==> config.mk <==
export PLATFORM = sky130hd
export DESIGN_NAME = sipc_ctrl
export DESIGN_NICKNAME = d
export VERILOG_FILES = /design/src/rtl/sipc_pkg.sv /design/src/rtl/sipc_ctrl.sv /design/src/rtl/sipc_ms_wdt.sv
export SDC_FILE = /design/constraint.sdc
export NUM_CORES = 1
export LEC_CHECK = 0
export ABC_AREA = 1
export BUFFER_PORTS_ARGS = -buffer_cell sky130_fd_sc_hd__buf_4
export CORE_UTILIZATION = 35
export DETAILED_ROUTE_END_ITERATION = 7
export PLACE_DENSITY = 0.61
export SLEW_MARGIN = 20
export SYNTH_ARGS = -nofsm -noshare
export SYNTH_HDL_FRONTEND = slang
export SYNTH_SLANG_ARGS = --single-unit
==> constraint.sdc <==
create_clock -name CLK -period 3.9 [get_ports CLK]
set_clock_uncertainty 0.1 [all_clocks]
set_input_delay 0.78 -clock CLK [delete_from_list [all_inputs] [get_ports CLK]]
set_output_delay 0.78 -clock CLK [all_outputs]
set_load 0.02 [all_outputs]
==> src/rtl/sipc_pkg.sv <==
// constants, types and field layout of the standby address-swap controller
//
// Summary of operation
// - cpu status and state select mode
// - absent, unhealthy or nonredundant gives standalone
// - stopped cpu or offline state gives offline
// - mode re-evaluated only on five triggers
// - primary mode runs every service
// - secondary mode keeps dhcp disabled
// - power-up address follows redundancy state
// - simultaneous power-up: elected primary takes base
// - earlier controller base, later one plus one
// - arp probe, reply within timeout keeps default
// - no configuration: standalone, dynamic address
// - secondary and offline stop scanning, shared data
// - primary to offline: wait for request
// - standby to primary: stop, request, wait
// - outgoing side: stop, respond, plus one, restart
// - no response after outgoing watchdog expiry
// - incoming side: base address, primary services
// - offline to standby makes outgoing side secondary
// - new primary opens clients, listens servers
// - new secondary only listens for servers
// - offline, peer primary: move to plus one
package sipc_pkg;

    // =====================================================================
    // bus and register map
    localparam int          ADDR_W     = 8;
    localparam int          DATA_W     = 32;
    localparam logic [7:0]  A_CTRL     = 8'h00;
    localparam logic [7:0]  A_CFG_ADDR = 8'h04;
    localparam logic [7:0]  A_STATUS   = 8'h08;
    localparam logic [7:0]  A_CUR_ADDR = 8'h0C;
    localparam logic [7:0]  A_WDT_MS   = 8'h10;
    localparam logic [7:0]  A_ARP_MS   = 8'h14;

    // control bits
    localparam int CTRL_CFG_VALID = 0;
    localparam int CTRL_NONRED    = 1;
    localparam int CTRL_START     = 2;
    localparam int CTRL_RELOAD    = 3;

    // status fields
    localparam int ST_MODE_LSB  = 0;
    localparam int ST_ADDR_SEL  = 2;
    localparam int ST_DUP       = 3;
    localparam int ST_DYN       = 4;
    localparam int ST_PHASE_LSB = 8;
    localparam int ST_SVC_LSB   = 16;

    // =====================================================================
    // redundancy state encoding from the cpu
    localparam logic [1:0] RS_UNASSIGNED = 2'h0;
    localparam logic [1:0] RS_PRIMARY    = 2'h1;
    localparam logic [1:0] RS_STANDBY    = 2'h2;
    localparam logic [1:0] RS_OFFLINE    = 2'h3;

    typedef enum logic [1:0] {MODE_STANDALONE, MODE_PRIMARY, MODE_SECONDARY, MODE_OFFLINE} sipc_mode_t;
    typedef enum logic [2:0] {PH_BOOT, PH_PROBE, PH_IDLE, PH_OUT_WAIT, PH_SEC_START, PH_IN_WAIT} sipc_phase_t;

    // =====================================================================
    // service enables, one bit per service
    localparam int         SVC_W      = 7;
    localparam int         SVC_SCAN   = 0;
    localparam int         SVC_GDATA  = 1;
    localparam int         SVC_DHCP   = 6;
    localparam logic [6:0] SVC_ALL    = 7'h7F;
    localparam logic [6:0] SVC_SERVER = 7'h3C;
    localparam logic [6:0] SVC_NONE   = 7'h00;

    // =====================================================================
    // timing
    localparam int          CLK_PERIOD_NS = 25;
    localparam int          MS_NS         = 1000000;
    localparam int          CYC_PER_MS    = MS_NS / CLK_PERIOD_NS;
    localparam int          TMO_W         = 16;
    localparam int          SWAP_WDT_MS   = 500;
    localparam int          ARP_WAIT_S    = 3;
    localparam logic [15:0] WDT_RST       = 16'(SWAP_WDT_MS);
    localparam logic [15:0] ARP_RST       = 16'(ARP_WAIT_S * 1000);

endpackage

==> src/rtl/sipc_ctrl.sv <==
// mode, service gating and address-swap controller with apb registers
//
// Register access over APB and the register addresses were decided locally.
`timescale 1ns/10ps
module sipc_ctrl #(
    parameter int CYC_PER_MS = sipc_pkg::CYC_PER_MS
) (
    // clock and reset
    input  wire logic        CLK,
    input  wire logic        SRST,
    // apb slave
    input  wire logic        PSEL,
    input  wire logic        PENABLE,
    input  wire logic        PWRITE,
    input  wire logic [7:0]  PADDR,
    input  wire logic [31:0] PWDATA,
    output logic      [31:0] PRDATA,
    output logic             PREADY,
    output logic             PSLVERR,
    // local redundancy cpu
    input  wire logic        CPU_PRESENT,
    input  wire logic        CPU_HEALTHY,
    input  wire logic        CPU_RUNNING,
    input  wire logic [1:0]  REDUNDANCY_STATE,
    input  wire logic        PEER_TO_PRIMARY,
    // network events in
    input  wire logic        ARP_REPLY,
    input  wire logic        SWAP_REQ_RX,
    input  wire logic        SWAP_RSP_RX,
    // network events out
    output logic             ARP_REQ_TX,
    output logic             SWAP_REQ_TX,
    output logic             SWAP_RSP_TX,
    output logic             OPEN_CLIENTS,
    output logic             LISTEN_SERVERS,
    // mode and address
    output logic      [1:0]  MODE,
    output logic             ADDR_PLUS_ONE,
    output logic             USE_DYN_ADDR,
    output logic             DUP_ADDR_DIAG,
    output logic      [6:0]  SVC_EN,
    output logic      [31:0] NET_ADDR
);

    if (CYC_PER_MS < 1) begin : g_chk
        $error("CYC_PER_MS must be positive");
    end

    typedef struct packed {
        sipc_pkg::sipc_phase_t phase;
        sipc_pkg::sipc_mode_t  mode;
        logic                  cfg_valid;
        logic                  nonred;
        logic [31:0]           cfg_addr;
        logic [15:0]           wdt_ms;
        logic [15:0]           arp_ms;
        logic [1:0]            prev_rs;
        logic                  prev_run;
        logic                  addr_sel;
        logic                  dyn;
        logic                  dup;
        logic [6:0]            svc;
        logic                  arp_tx;
        logic                  req_tx;
        logic                  rsp_tx;
        logic                  open_cl;
        logic                  listen;
        logic [31:0]           prdata;
        logic                  slverr;
        logic [31:0]           net_addr;
    } sipc_st_t;

    sipc_st_t              s_ff;
    sipc_st_t              nxt_s;
    logic                  wdt_start;
    logic [15:0]           wdt_tmo;
    logic                  wdt_exp;
    logic                  setup_w;
    logic                  wr_w;
    logic                  start_w;
    logic                  reload_w;
    logic                  go_in;
    logic                  go_out;
    logic                  go_off;
    logic                  back_sb;
    logic                  trig_w;
    sipc_pkg::sipc_mode_t  ev_mode;

    // =====================================================================
    // decoding helpers
    function automatic logic reg_hit(input logic [7:0] a);
        return a == sipc_pkg::A_CTRL || a == sipc_pkg::A_CFG_ADDR || a == sipc_pkg::A_STATUS ||
               a == sipc_pkg::A_CUR_ADDR || a == sipc_pkg::A_WDT_MS || a == sipc_pkg::A_ARP_MS;
    endfunction

    function automatic sipc_pkg::sipc_mode_t eval_mode(input logic present, input logic healthy,
                                                       input logic running, input logic nonred,
                                                       input logic [1:0] rs);
        if (nonred || !present || !healthy) begin
            return sipc_pkg::MODE_STANDALONE;
        end
        if (!running) begin
            return sipc_pkg::MODE_OFFLINE;
        end
        unique case (rs)
            sipc_pkg::RS_PRIMARY:    return sipc_pkg::MODE_PRIMARY;
            sipc_pkg::RS_STANDBY:    return sipc_pkg::MODE_SECONDARY;
            sipc_pkg::RS_OFFLINE:    return sipc_pkg::MODE_OFFLINE;
            sipc_pkg::RS_UNASSIGNED: return sipc_pkg::MODE_STANDALONE;
        endcase
    endfunction

    // primary and standalone run everything; the rest only serve
    function automatic logic [6:0] svc_for(input sipc_pkg::sipc_mode_t m);
        if (m == sipc_pkg::MODE_PRIMARY || m == sipc_pkg::MODE_STANDALONE) begin
            return sipc_pkg::SVC_ALL;
        end
        return sipc_pkg::SVC_SERVER;
    endfunction

    // the cpu elects one primary, so following its state splits the pair
    function automatic logic addr_for(input logic [1:0] rs);
        return rs == sipc_pkg::RS_STANDBY;
    endfunction

    // =====================================================================
    // bus strobes and triggers
    assign setup_w  = PSEL && !PENABLE;
    assign wr_w     = PSEL && PENABLE && PWRITE && reg_hit(PADDR);
    assign start_w  = wr_w && PADDR == sipc_pkg::A_CTRL && PWDATA[sipc_pkg::CTRL_START];
    assign reload_w = wr_w && PADDR == sipc_pkg::A_CTRL && PWDATA[sipc_pkg::CTRL_RELOAD];
    assign ev_mode  = eval_mode(CPU_PRESENT, CPU_HEALTHY, CPU_RUNNING, s_ff.nonred, REDUNDANCY_STATE);

    assign go_in   = s_ff.prev_rs == sipc_pkg::RS_STANDBY && REDUNDANCY_STATE == sipc_pkg::RS_PRIMARY
                     && s_ff.mode == sipc_pkg::MODE_SECONDARY;
    assign go_out  = s_ff.prev_rs == sipc_pkg::RS_PRIMARY && REDUNDANCY_STATE == sipc_pkg::RS_OFFLINE
                     && s_ff.mode == sipc_pkg::MODE_PRIMARY;
    assign go_off  = (REDUNDANCY_STATE == sipc_pkg::RS_OFFLINE && s_ff.prev_rs != sipc_pkg::RS_OFFLINE)
                     || (s_ff.prev_run && !CPU_RUNNING);
    assign back_sb = s_ff.prev_rs == sipc_pkg::RS_OFFLINE && REDUNDANCY_STATE == sipc_pkg::RS_STANDBY
                     && s_ff.mode == sipc_pkg::MODE_OFFLINE;
    assign trig_w  = go_in || go_out || go_off || back_sb || reload_w;

    // =====================================================================
    // next state
    always_comb begin
        logic [31:0] rd;
        rd             = '0;
        nxt_s          = s_ff;
        wdt_start      = 1'b0;
        // the probe keeps its own limit while the shared watchdog runs
        wdt_tmo        = (s_ff.phase == sipc_pkg::PH_PROBE) ? s_ff.arp_ms : s_ff.wdt_ms;
        nxt_s.arp_tx   = 1'b0;
        nxt_s.req_tx   = 1'b0;
        nxt_s.rsp_tx   = 1'b0;
        nxt_s.open_cl  = 1'b0;
        nxt_s.listen   = 1'b0;
        nxt_s.prev_rs  = REDUNDANCY_STATE;
        nxt_s.prev_run = CPU_RUNNING;

        // read data latched in the setup cycle, shown in the access cycle
        if (setup_w) begin
            unique case (PADDR)
                sipc_pkg::A_CTRL: begin
                    rd[sipc_pkg::CTRL_CFG_VALID] = s_ff.cfg_valid;
                    rd[sipc_pkg::CTRL_NONRED]    = s_ff.nonred;
                end
                sipc_pkg::A_CFG_ADDR: rd = s_ff.cfg_addr;
                sipc_pkg::A_STATUS: begin
                    rd[sipc_pkg::ST_MODE_LSB +: 2]  = s_ff.mode;
                    rd[sipc_pkg::ST_ADDR_SEL]       = s_ff.addr_sel;
                    rd[sipc_pkg::ST_DUP]            = s_ff.dup;
                    rd[sipc_pkg::ST_DYN]            = s_ff.dyn;
                    rd[sipc_pkg::ST_PHASE_LSB +: 3] = s_ff.phase;
                    rd[sipc_pkg::ST_SVC_LSB +: 7]   = s_ff.svc;
                end
                sipc_pkg::A_CUR_ADDR: rd = s_ff.net_addr;
                sipc_pkg::A_WDT_MS: rd[15:0] = s_ff.wdt_ms;
                sipc_pkg::A_ARP_MS: rd[15:0] = s_ff.arp_ms;
                default: rd = '0;
            endcase
            nxt_s.prdata = rd;
            nxt_s.slverr = !reg_hit(PADDR);
        end

        if (wr_w) begin
            unique case (PADDR)
                sipc_pkg::A_CTRL: begin
                    nxt_s.cfg_valid = PWDATA[sipc_pkg::CTRL_CFG_VALID];
                    nxt_s.nonred    = PWDATA[sipc_pkg::CTRL_NONRED];
                end
                sipc_pkg::A_CFG_ADDR: nxt_s.cfg_addr = PWDATA;
                sipc_pkg::A_WDT_MS:   nxt_s.wdt_ms = PWDATA[15:0];
                sipc_pkg::A_ARP_MS:   nxt_s.arp_ms = PWDATA[15:0];
                default: ;
            endcase
        end

        unique case (s_ff.phase)
            sipc_pkg::PH_BOOT: begin
                if (start_w && !nxt_s.cfg_valid) begin
                    nxt_s.dyn   = 1'b1;
                    nxt_s.mode  = sipc_pkg::MODE_STANDALONE;
                    nxt_s.svc   = sipc_pkg::SVC_ALL;
                    nxt_s.phase = sipc_pkg::PH_IDLE;
                end else if (start_w) begin
                    nxt_s.arp_tx = 1'b1;
                    wdt_start    = 1'b1;
                    wdt_tmo      = s_ff.arp_ms;
                    nxt_s.phase  = sipc_pkg::PH_PROBE;
                end
            end
            sipc_pkg::PH_PROBE: begin
                if (ARP_REPLY || wdt_exp) begin
                    nxt_s.dup      = ARP_REPLY;
                    nxt_s.mode     = ev_mode;
                    nxt_s.svc      = svc_for(ev_mode);
                    nxt_s.addr_sel = ARP_REPLY ? 1'b0 : addr_for(REDUNDANCY_STATE);
                    nxt_s.phase    = sipc_pkg::PH_IDLE;
                end
            end
            sipc_pkg::PH_IDLE: begin
                if (go_in) begin
                    nxt_s.svc    = sipc_pkg::SVC_NONE;
                    nxt_s.req_tx = 1'b1;
                    wdt_start    = 1'b1;
                    nxt_s.phase  = sipc_pkg::PH_IN_WAIT;
                end else if (go_out) begin
                    nxt_s.mode  = sipc_pkg::MODE_OFFLINE;
                    wdt_start   = 1'b1;
                    nxt_s.phase = sipc_pkg::PH_OUT_WAIT;
                end else if (go_off) begin
                    nxt_s.mode = sipc_pkg::MODE_OFFLINE;
                    nxt_s.svc  = svc_for(sipc_pkg::MODE_OFFLINE);
                end else if (back_sb) begin
                    nxt_s.mode = sipc_pkg::MODE_SECONDARY;
                    nxt_s.svc  = svc_for(sipc_pkg::MODE_SECONDARY);
                end else if (reload_w) begin
                    nxt_s.mode     = ev_mode;
                    nxt_s.svc      = svc_for(ev_mode);
                    nxt_s.addr_sel = addr_for(REDUNDANCY_STATE);
                end
                if (s_ff.mode == sipc_pkg::MODE_OFFLINE && PEER_TO_PRIMARY && !s_ff.addr_sel) begin
                    nxt_s.addr_sel = 1'b1;
                end
            end
            sipc_pkg::PH_OUT_WAIT: begin
                // a request seen in the expiry cycle still earns its response
                if (SWAP_REQ_RX || wdt_exp) begin
                    nxt_s.svc      = sipc_pkg::SVC_NONE;
                    nxt_s.rsp_tx   = SWAP_REQ_RX;
                    nxt_s.addr_sel = 1'b1;
                    nxt_s.phase    = sipc_pkg::PH_SEC_START;
                end
            end
            sipc_pkg::PH_SEC_START: begin
                nxt_s.svc    = sipc_pkg::SVC_SERVER;
                nxt_s.listen = 1'b1;
                nxt_s.phase  = sipc_pkg::PH_IDLE;
            end
            sipc_pkg::PH_IN_WAIT: begin
                if (SWAP_RSP_RX || wdt_exp) begin
                    nxt_s.addr_sel = 1'b0;
                    nxt_s.mode     = sipc_pkg::MODE_PRIMARY;
                    nxt_s.svc      = svc_for(sipc_pkg::MODE_PRIMARY);
                    nxt_s.open_cl  = 1'b1;
                    nxt_s.listen   = 1'b1;
                    nxt_s.phase    = sipc_pkg::PH_IDLE;
                end
            end
            default: nxt_s.phase = sipc_pkg::PH_BOOT;
        endcase

        nxt_s.net_addr = nxt_s.cfg_addr + {31'h0, nxt_s.addr_sel};
    end

    always_ff @(posedge CLK) begin
        if (SRST) begin
            s_ff        <= '0;
            s_ff.phase  <= sipc_pkg::PH_BOOT;
            s_ff.mode   <= sipc_pkg::MODE_STANDALONE;
            s_ff.wdt_ms <= sipc_pkg::WDT_RST;
            s_ff.arp_ms <= sipc_pkg::ARP_RST;
        end else begin
            s_ff <= nxt_s;
        end
    end

    sipc_ms_wdt #(
        .CYC_PER_MS (CYC_PER_MS),
        .TMO_W      (sipc_pkg::TMO_W)
    ) u_wdt (
        .clk        (CLK),
        .srst       (SRST),
        .start      (wdt_start),
        .timeout_ms (wdt_tmo),
        .expired    (wdt_exp)
    );

    // =====================================================================
    // outputs
    assign PREADY         = PSEL && PENABLE;
    assign PSLVERR        = PSEL && PENABLE && s_ff.slverr;
    assign PRDATA         = s_ff.prdata;
    assign ARP_REQ_TX     = s_ff.arp_tx;
    assign SWAP_REQ_TX    = s_ff.req_tx;
    assign SWAP_RSP_TX    = s_ff.rsp_tx;
    assign OPEN_CLIENTS   = s_ff.open_cl;
    assign LISTEN_SERVERS = s_ff.listen;
    assign MODE           = s_ff.mode;
    assign ADDR_PLUS_ONE  = s_ff.addr_sel;
    assign USE_DYN_ADDR   = s_ff.dyn;
    assign DUP_ADDR_DIAG  = s_ff.dup;
    assign SVC_EN         = s_ff.svc;
    assign NET_ADDR       = s_ff.net_addr;
endmodule

==> src/rtl/sipc_ms_wdt.sv <==
// millisecond watchdog: prescaled tick counter with a level expiry flag
`timescale 1ns/10ps
module sipc_ms_wdt #(
    parameter int CYC_PER_MS = sipc_pkg::CYC_PER_MS,
    parameter int TMO_W      = sipc_pkg::TMO_W
) (
    // clock and reset
    input  wire logic             clk,
    input  wire logic             srst,
    // control
    input  wire logic             start,
    input  wire logic [TMO_W-1:0] timeout_ms,
    // result
    output logic                  expired
);

    localparam int PRE_W = $clog2(CYC_PER_MS + 1);

    if (CYC_PER_MS < 1 || TMO_W < 1) begin : g_chk
        $error("watchdog parameters out of range");
    end

    typedef struct packed {
        logic [PRE_W-1:0] pre;
        logic [TMO_W-1:0] ms;
        logic             run;
        logic             exp;
    } sipc_wdt_t;

    sipc_wdt_t w_ff;
    sipc_wdt_t nxt_w;

    // =====================================================================
    // counting
    always_comb begin
        nxt_w = w_ff;
        if (start) begin
            nxt_w = '0;
            nxt_w.run = 1'b1;
        end else if (w_ff.run) begin
            if (w_ff.pre == PRE_W'(CYC_PER_MS - 1)) begin
                nxt_w.pre = '0;
                nxt_w.ms  = w_ff.ms + TMO_W'(1);
                if (w_ff.ms + TMO_W'(1) >= timeout_ms) begin
                    nxt_w.run = 1'b0;
                    nxt_w.exp = 1'b1;
                end
            end else begin
                nxt_w.pre = w_ff.pre + PRE_W'(1);
            end
        end
    end

    always_ff @(posedge clk) begin
        if (srst) begin
            w_ff <= '0;
        end else begin
            w_ff <= nxt_w;
        end
    end

    assign expired = w_ff.exp;
endmodule

Word level (Yosys, flattened, before mapping). Cells that the tools add are included.

Flip-flop bits (word level): 188. Input bits: 54. Output and inout port bits: 83. Logic and storage cells: 210.

$add $sub $neg: 3. Order comparisons: 1. Equal/unequal tests: 32. Muxes and demuxes: 85. Bitwise operators: 5. Reductions and logical operators: 59.

Operators with widths (count): 2-to-1 mux 16 bit (7); 2-to-1 mux 7 bit (12); 2-to-1 mux 66 bit (1); case mux 7 bit (6 select lines) (1); adder 16 x 1 -> 16 bit, second input constant (2); adder 32 x 1 -> 32 bit (1); 2-to-1 mux 2 bit (16); 2-to-1 mux 32 bit (1); case mux 3 bit (5 select lines) (2); 2-to-1 mux 1 bit (27); case mux 7 bit (3 select lines) (1); case mux 5 bit (4 select lines) (1); logical AND 1 bit (19); case mux 3 bit (6 select lines) (1); case mux 9 bit (2 select lines) (1); == test 16 bit, second input constant (1); == test 8 x 4 -> 1 bit, second input constant (2); == test 8 x 5 -> 1 bit, second input constant (2); greater-or-equal comparator 16 bit (1); case mux 2 bit (4 select lines) (2); 2-to-1 mux 3 bit (5); == test 2 bit, second input constant (6); logical OR 1 bit (12); case mux 2 bit (6 select lines) (1); 27 further kinds (60).

Depth between registers and ports, before layout.
Word-level depth: 23. Mapped depth: 25. Depth with buffers taken out: 25.

Hierarchy. From an unflattened synthesis, not the netlist that was laid out.

Cell total of the unflattened synthesis: 1578. Area total of the unflattened synthesis: 10622.7 um2.

By module, submodules not included: sipc_ctrl (instances 1, cells an instance 1258, area each 8350.5 um2, seq. area each 2982.9 um2); sipc_ms_wdt (instances 1, cells an instance 320, area each 2272.2 um2, seq. area each 680.7 um2).

Least setup slack after synthesis. OpenSTA, ideal clock, no wires.

Path kind: input port to flip-flop. Start point: in PADDR[1]. End point: reg u_wdt.w_ff[1] in the netlist's numbering. Library setup time: 115 ps. Data arrival time: 3385 ps. Data required time: 3685 ps. Path slack: 299 ps. Cell stages on the path: 22. Path buffers: 1. Cells stage by stage: nor2_4 nand2_2 nor2_2 nor2_4 nand3_4 nand2_4 nor2_4 nand4_1 nand2_1 clkbuf_1 o21ai_0 ha_1 nand2_1 inv_1 nand3_1 nor3_1 nand3_1 a31o_2 inv_1 nor2_1 o21ai_0 inv_1.

Longest elaborated chain between the ends: 17. Elaborated cells between the ends (all ways): 29. Those cells by class: order compare (1); eq/ne (5); mux (12); reduce/logical (11).

Ends and longest elaborated chain: start: declaration (RTL line sipc_ctrl.sv:15) `input wire logic [7:0] PADDR,`; == test 8 x 3 -> 1 bit / zero test 8 bit (equally long branches) (RTL line sipc_ctrl.sv:92, sipc_ctrl.sv:130, sipc_ctrl.sv:187); logical OR 1 bit (3 in a row) (RTL line sipc_ctrl.sv:92) `return a == sipc_pkg::A_CTRL || a == sipc_pkg::A_CFG_ADDR || a == sipc_pkg::A_STATUS ||`; logical OR 1 bit (2 in a row) (RTL line sipc_ctrl.sv:93) `a == sipc_pkg::A_CUR_ADDR || a == sipc_pkg::A_WDT_MS || a == sipc_pkg::A_ARP_MS;`; logical AND 1 bit (RTL line sipc_ctrl.sv:129) `assign wr_w = PSEL && PENABLE && PWRITE && reg_hit(PADDR);`; logical AND 1 bit / 2-to-1 mux 66 bit (equally long branches) (RTL line sipc_ctrl.sv:130, sipc_ctrl.sv:186); logical AND 1 bit / zero test 1 bit (equally long branches) (RTL line sipc_ctrl.sv:130, sipc_ctrl.sv:201); 2-to-1 mux 16 bit / logical AND 1 bit (equally long branches) (RTL line sipc_ctrl.sv:206, sipc_ctrl.sv:201); 2-to-1 mux 16 bit (RTL line sipc_ctrl.sv:201) `if (start_w && !nxt_s.cfg_valid) begin`; 2-to-1 mux 16 bit (RTL line sipc_ctrl.sv:199) `unique case (s_ff.phase)`; greater-or-equal comparator 16 bit (RTL line sipc_ms_wdt.sv:44) `if (w_ff.ms + TMO_W'(1) >= timeout_ms) begin`; 2-to-1 mux 2 bit (RTL line sipc_ms_wdt.sv:44); 2-to-1 mux 2 bit (RTL line sipc_ms_wdt.sv:41) `if (w_ff.pre == PRE_W'(CYC_PER_MS - 1)) begin`; 2-to-1 mux 2 bit (RTL line sipc_ms_wdt.sv:40) `end else if (w_ff.run) begin`; 2-to-1 mux 2 bit (*) (RTL line sipc_ms_wdt.sv:37) `if (start) begin`; end signal: assignment (RTL line sipc_ms_wdt.sv:58) `w_ff <= nxt_w;`; end: declaration (RTL line sipc_ms_wdt.sv:30) `sipc_wdt_t w_ff;`.

Every way passes the cells marked *; elsewhere a longest branch is shown, timed or not. A chain may end at the register's enable or synchronous reset.

Final worst setup path.
Start point: reg u_wdt.w_ff[2] in the netlist's numbering. End point: reg u_wdt.w_ff[1] in the netlist's numbering.

Longest elaborated chain between the ends: 6.

Ends and longest elaborated chain (RTL line): adder 16 x 1 -> 16 bit (sipc_ms_wdt.sv:44); greater-or-equal comparator 16 bit (sipc_ms_wdt.sv:44); 2-to-1 mux 2 bit (sipc_ms_wdt.sv:44); 2-to-1 mux 2 bit (sipc_ms_wdt.sv:41); 2-to-1 mux 2 bit (sipc_ms_wdt.sv:40); 2-to-1 mux 2 bit (sipc_ms_wdt.sv:37).

Every way passes these cells.

==> metrics.yaml <==
dpl_worst_slack_ns: 0.116
avgSynthCellArea_um2: 6.93
ios: 137
holdBufCountCts: 0
drtIter0Drc: 722
cts.repair.resized: 0
num_vias: 9927
wl_per_cell_um: 15.8
yosysUniqueCellTypes: 46
hold_viol: 0
io_buffers: 136
coreArea_mm2: 0.0305
cts_setup_buffers: 0
grt_pass1_wl_um: 50500
intPower_mw: 2.84
drc: 0
die_h_um: 178
gp_congestion: 0.909
antenna_cells: 0
synth_seq_area_share_pct: 33.9
clkPwrFrac_pct: 44.7
die_area_mm2: 0.0316
grt_overflow_total: 0
antenna_left: 0
antenna_found_initial: 0
sw_frac_of_total_pct: 27.5
ys_async_sr_fraction_pct: 0
worstPathMaxFanout: 4
synth_nets: 1634
clk_path_buf_depth: 2
cts_tree: "done"
holdCritPathClass: "reg -> reg"
critPathLaunch: "u_wdt.w_ff[2]$_SDFFE_PP0P_"
crit_slowest_cell: "dfxtp_1"
critPathRequiredTime_ns: 4.13
cap_violations: 0
grt_start_max_net_pins: 63
grt_usage_pct: 20.6
grt_pass1_vias: 9402
setup_viol: 0
slew_headroom_pct: 53.7
stdcell_count: 2015
switching_power_mw: 1.08
cts_num_sinks: 183
mostFrequentLayoutCells: "nand2_1 (324), inv_1 (203), dfxtp_1 (183)"
cts_buffers: 17
num_rows: 64
fmax_mhz: 289
final_common_cell: "nand2_1"
drive_above_1_share_pct: 20.1
fin_hold_ws_ns: 0.378
ys_seq_elements: 183
cp-start-kind: "flop"
ys.flop_type: "dfxtp_1"
path_cells: "nand3_1 > nor2_1 > inv_1 > nor3_1 > nand3_1 > nor3_2 > nand2_1 > nor2_1 > xor2_1 > ha_1 > nand2_1 > inv_1 > nand3_1 > nor3_1 > nand3_1 > a31o_2 > inv_1 > nor2_1 > o21ai_0 > inv_1"
drtPass1Iterations: 5
vdd_drop_max_uv: 309
rsz0062_at_grt: "no"
synthCells: 1560
power_mw: 3.92
power_density_mw_per_mm2: 322
tightest_slew_ns: 0.693
outcome: "completed"
wl_um: 31900
clk_latency_ns: 0.45
dp_cells: 1983
cp_data_arrival_time_ns: 3.69
min_from: "PRDATA[14]$_SDFFE_PP0P_"
cp_slowest_stage_delay_ns: 0.41
initial_core_util_pct: 35.5
worst_slack_ns: 0.439
fin_crit_ns: 3.46
nets: 1680
synth-edff-count: 0
power_frac_comb_pct: 6.8
synth_area_mm2: 0.0108
cts_htree_levels: 4
yosysWarnings: 0
hpwl_um: 23700
seq_power_share_pct: 48.5
min_period_over_period_pct: 88.8
regToRegStartpoint: "u_wdt.w_ff[2]$_SDFFE_PP0P_"
viasPerCell: 4.93
endpoint_kind: "flop"
critical_path_class: "reg -> reg"
die_w_um: 178
fin_setup_tns_ns: 0
clk_pin_slew_worst_paths_ns: 0.08
syn2layout_area_growth_pct: 12.6
cts-root-buf: "clkbuf_16"
p_leak_nw: 5.30
finalMaxSlewViolations: 0
## per-stage QoR
| step | utilization, % | cell area [µm²] |
|---|---|---|
| after detailed placement | 38.0 | 11600 |
| after CTS | 39.9 | 12200 |
| after global placement | 38.0 | 11600 |
| final | 39.9 | 12200 |
| after global routing | 39.9 | 12200 |
| after floorplan | - | 10800 |
## synthesized netlist by cell type, types with 2 or more instances
| master | count | area share (%) |
|---|---|---|
| xor2_1 | 14 | 1.1 |
| a221oi_1 | 8 | 0.65 |
| a21oi_2 | 5 | 0.40 |
| inv_1 | 203 | 7.0 |
| o21ai_1 | 13 | 0.60 |
| o21ai_0 | 147 | 6.8 |
| buf_12 | 3 | 0.56 |
| clkbuf_8 | 3 | 0.38 |
| nand2_2 | 39 | 2.3 |
| nand4_1 | 17 | 0.98 |
| nor2_8 | 4 | 0.74 |
| nor4_1 | 2 | 0.12 |
| nor2_4 | 19 | 2.0 |
| nand3_4 | 2 | 0.32 |
| nand3_2 | 16 | 1.5 |
| nor2_2 | 18 | 1.0 |
| nand3_1 | 46 | 2.1 |
| xnor2_1 | 6 | 0.49 |
| clkbuf_1 | 36 | 1.2 |
| dfxtp_1 | 183 | 34 |
| buf_6 | 5 | 0.52 |
| o22ai_1 | 14 | 0.81 |
| buf_2 | 7 | 0.32 |
| ha_1 | 20 | 2.3 |
| o211ai_1 | 14 | 0.97 |
| nand2_1 | 324 | 11 |
| nor3_1 | 19 | 0.88 |
| nor2_1 | 153 | 5.3 |
| buf_4 | 77 | 5.3 |
| a21oi_1 | 105 | 4.9 |
| nand2_4 | 17 | 1.8 |
| buf_8 | 2 | 0.28 |
| inv_2 | 6 | 0.21 |
## power groups by stage
stage | Clock (mW) | Sequential (mW) | Combinational (mW)
2_1_floorplan | 0 | 1.94 | 0.168
3_3_place_gp | 0 | 1.95 | 0.265
3_5_place_dp | 0 | 1.95 | 0.265
6_report | 1.75 | 1.90 | 0.267
4_1_cts | 1.77 | 1.90 | 0.266
5_1_grt | 1.85 | 1.90 | 0.292
## layer usage
layer	track usage, %	vias to the layer above	wire (µm)
li1	-	5000	-
met1	26.7	4604	14300
met2	34.0	270	15000
met3	3.47	53	1600
met4	8.33	0	1010
met5	0	-	0
## area by class of cell
class | count | area [µm²]
clock buffer | 17 | 425
timing repair buffer | 160 | 1210
sequential | 183 | 3660
tap | 396 | 495
multi-input combinational | 1033 | 5430
fill | 3225 | 18300
clock inverter | 15 | 163
inverter | 211 | 797
## critical path, delay by kind of cell, from the launching register on
family / cells / cell delay (ns)
adder cells (fa/ha/maj): 1 / 0.19
AO/OA/AOI/OAI: 2 / 0.39
XOR/XNOR: 1 / 0.22
flip-flops: 1 / 0.41
AND/OR/NAND/NOR: 12 / 1.81
buffers and inverters: 4 / 0.24
## registers in the layout (all words and copies together) (netlist names), 2 cells and up
name and flops:
SVC_EN 2, MODE 2, PRDATA 32, s_ff 73
u_wdt.w_ff 33, NET_ADDR 32
## logic make-up after synthesis
logic type                 share of synthesized area, %
xor gates and xnor gates                           1.62
and+or+nand+nor                                    30.6
buffers and inverters                              16.0
DFF                                                33.9
AOI/OAI and AO/OA                                  15.6
adders and majority gates                          2.31
## worst paths after layout
path                                            endpoint  slack [ns]  cells after the start
worst max-delay path            u_wdt.w_ff[1]$_SDFF_PP0_        0.44                     20
worst min-delay path             PRDATA[14]$_SDFFE_PP0P_        0.38                      2
worst min register to register   PRDATA[14]$_SDFFE_PP0P_        0.38                      2
worst max register to register  u_wdt.w_ff[1]$_SDFF_PP0_        0.44                     20
Note: power is estimated with default switching activity, not from simulation.
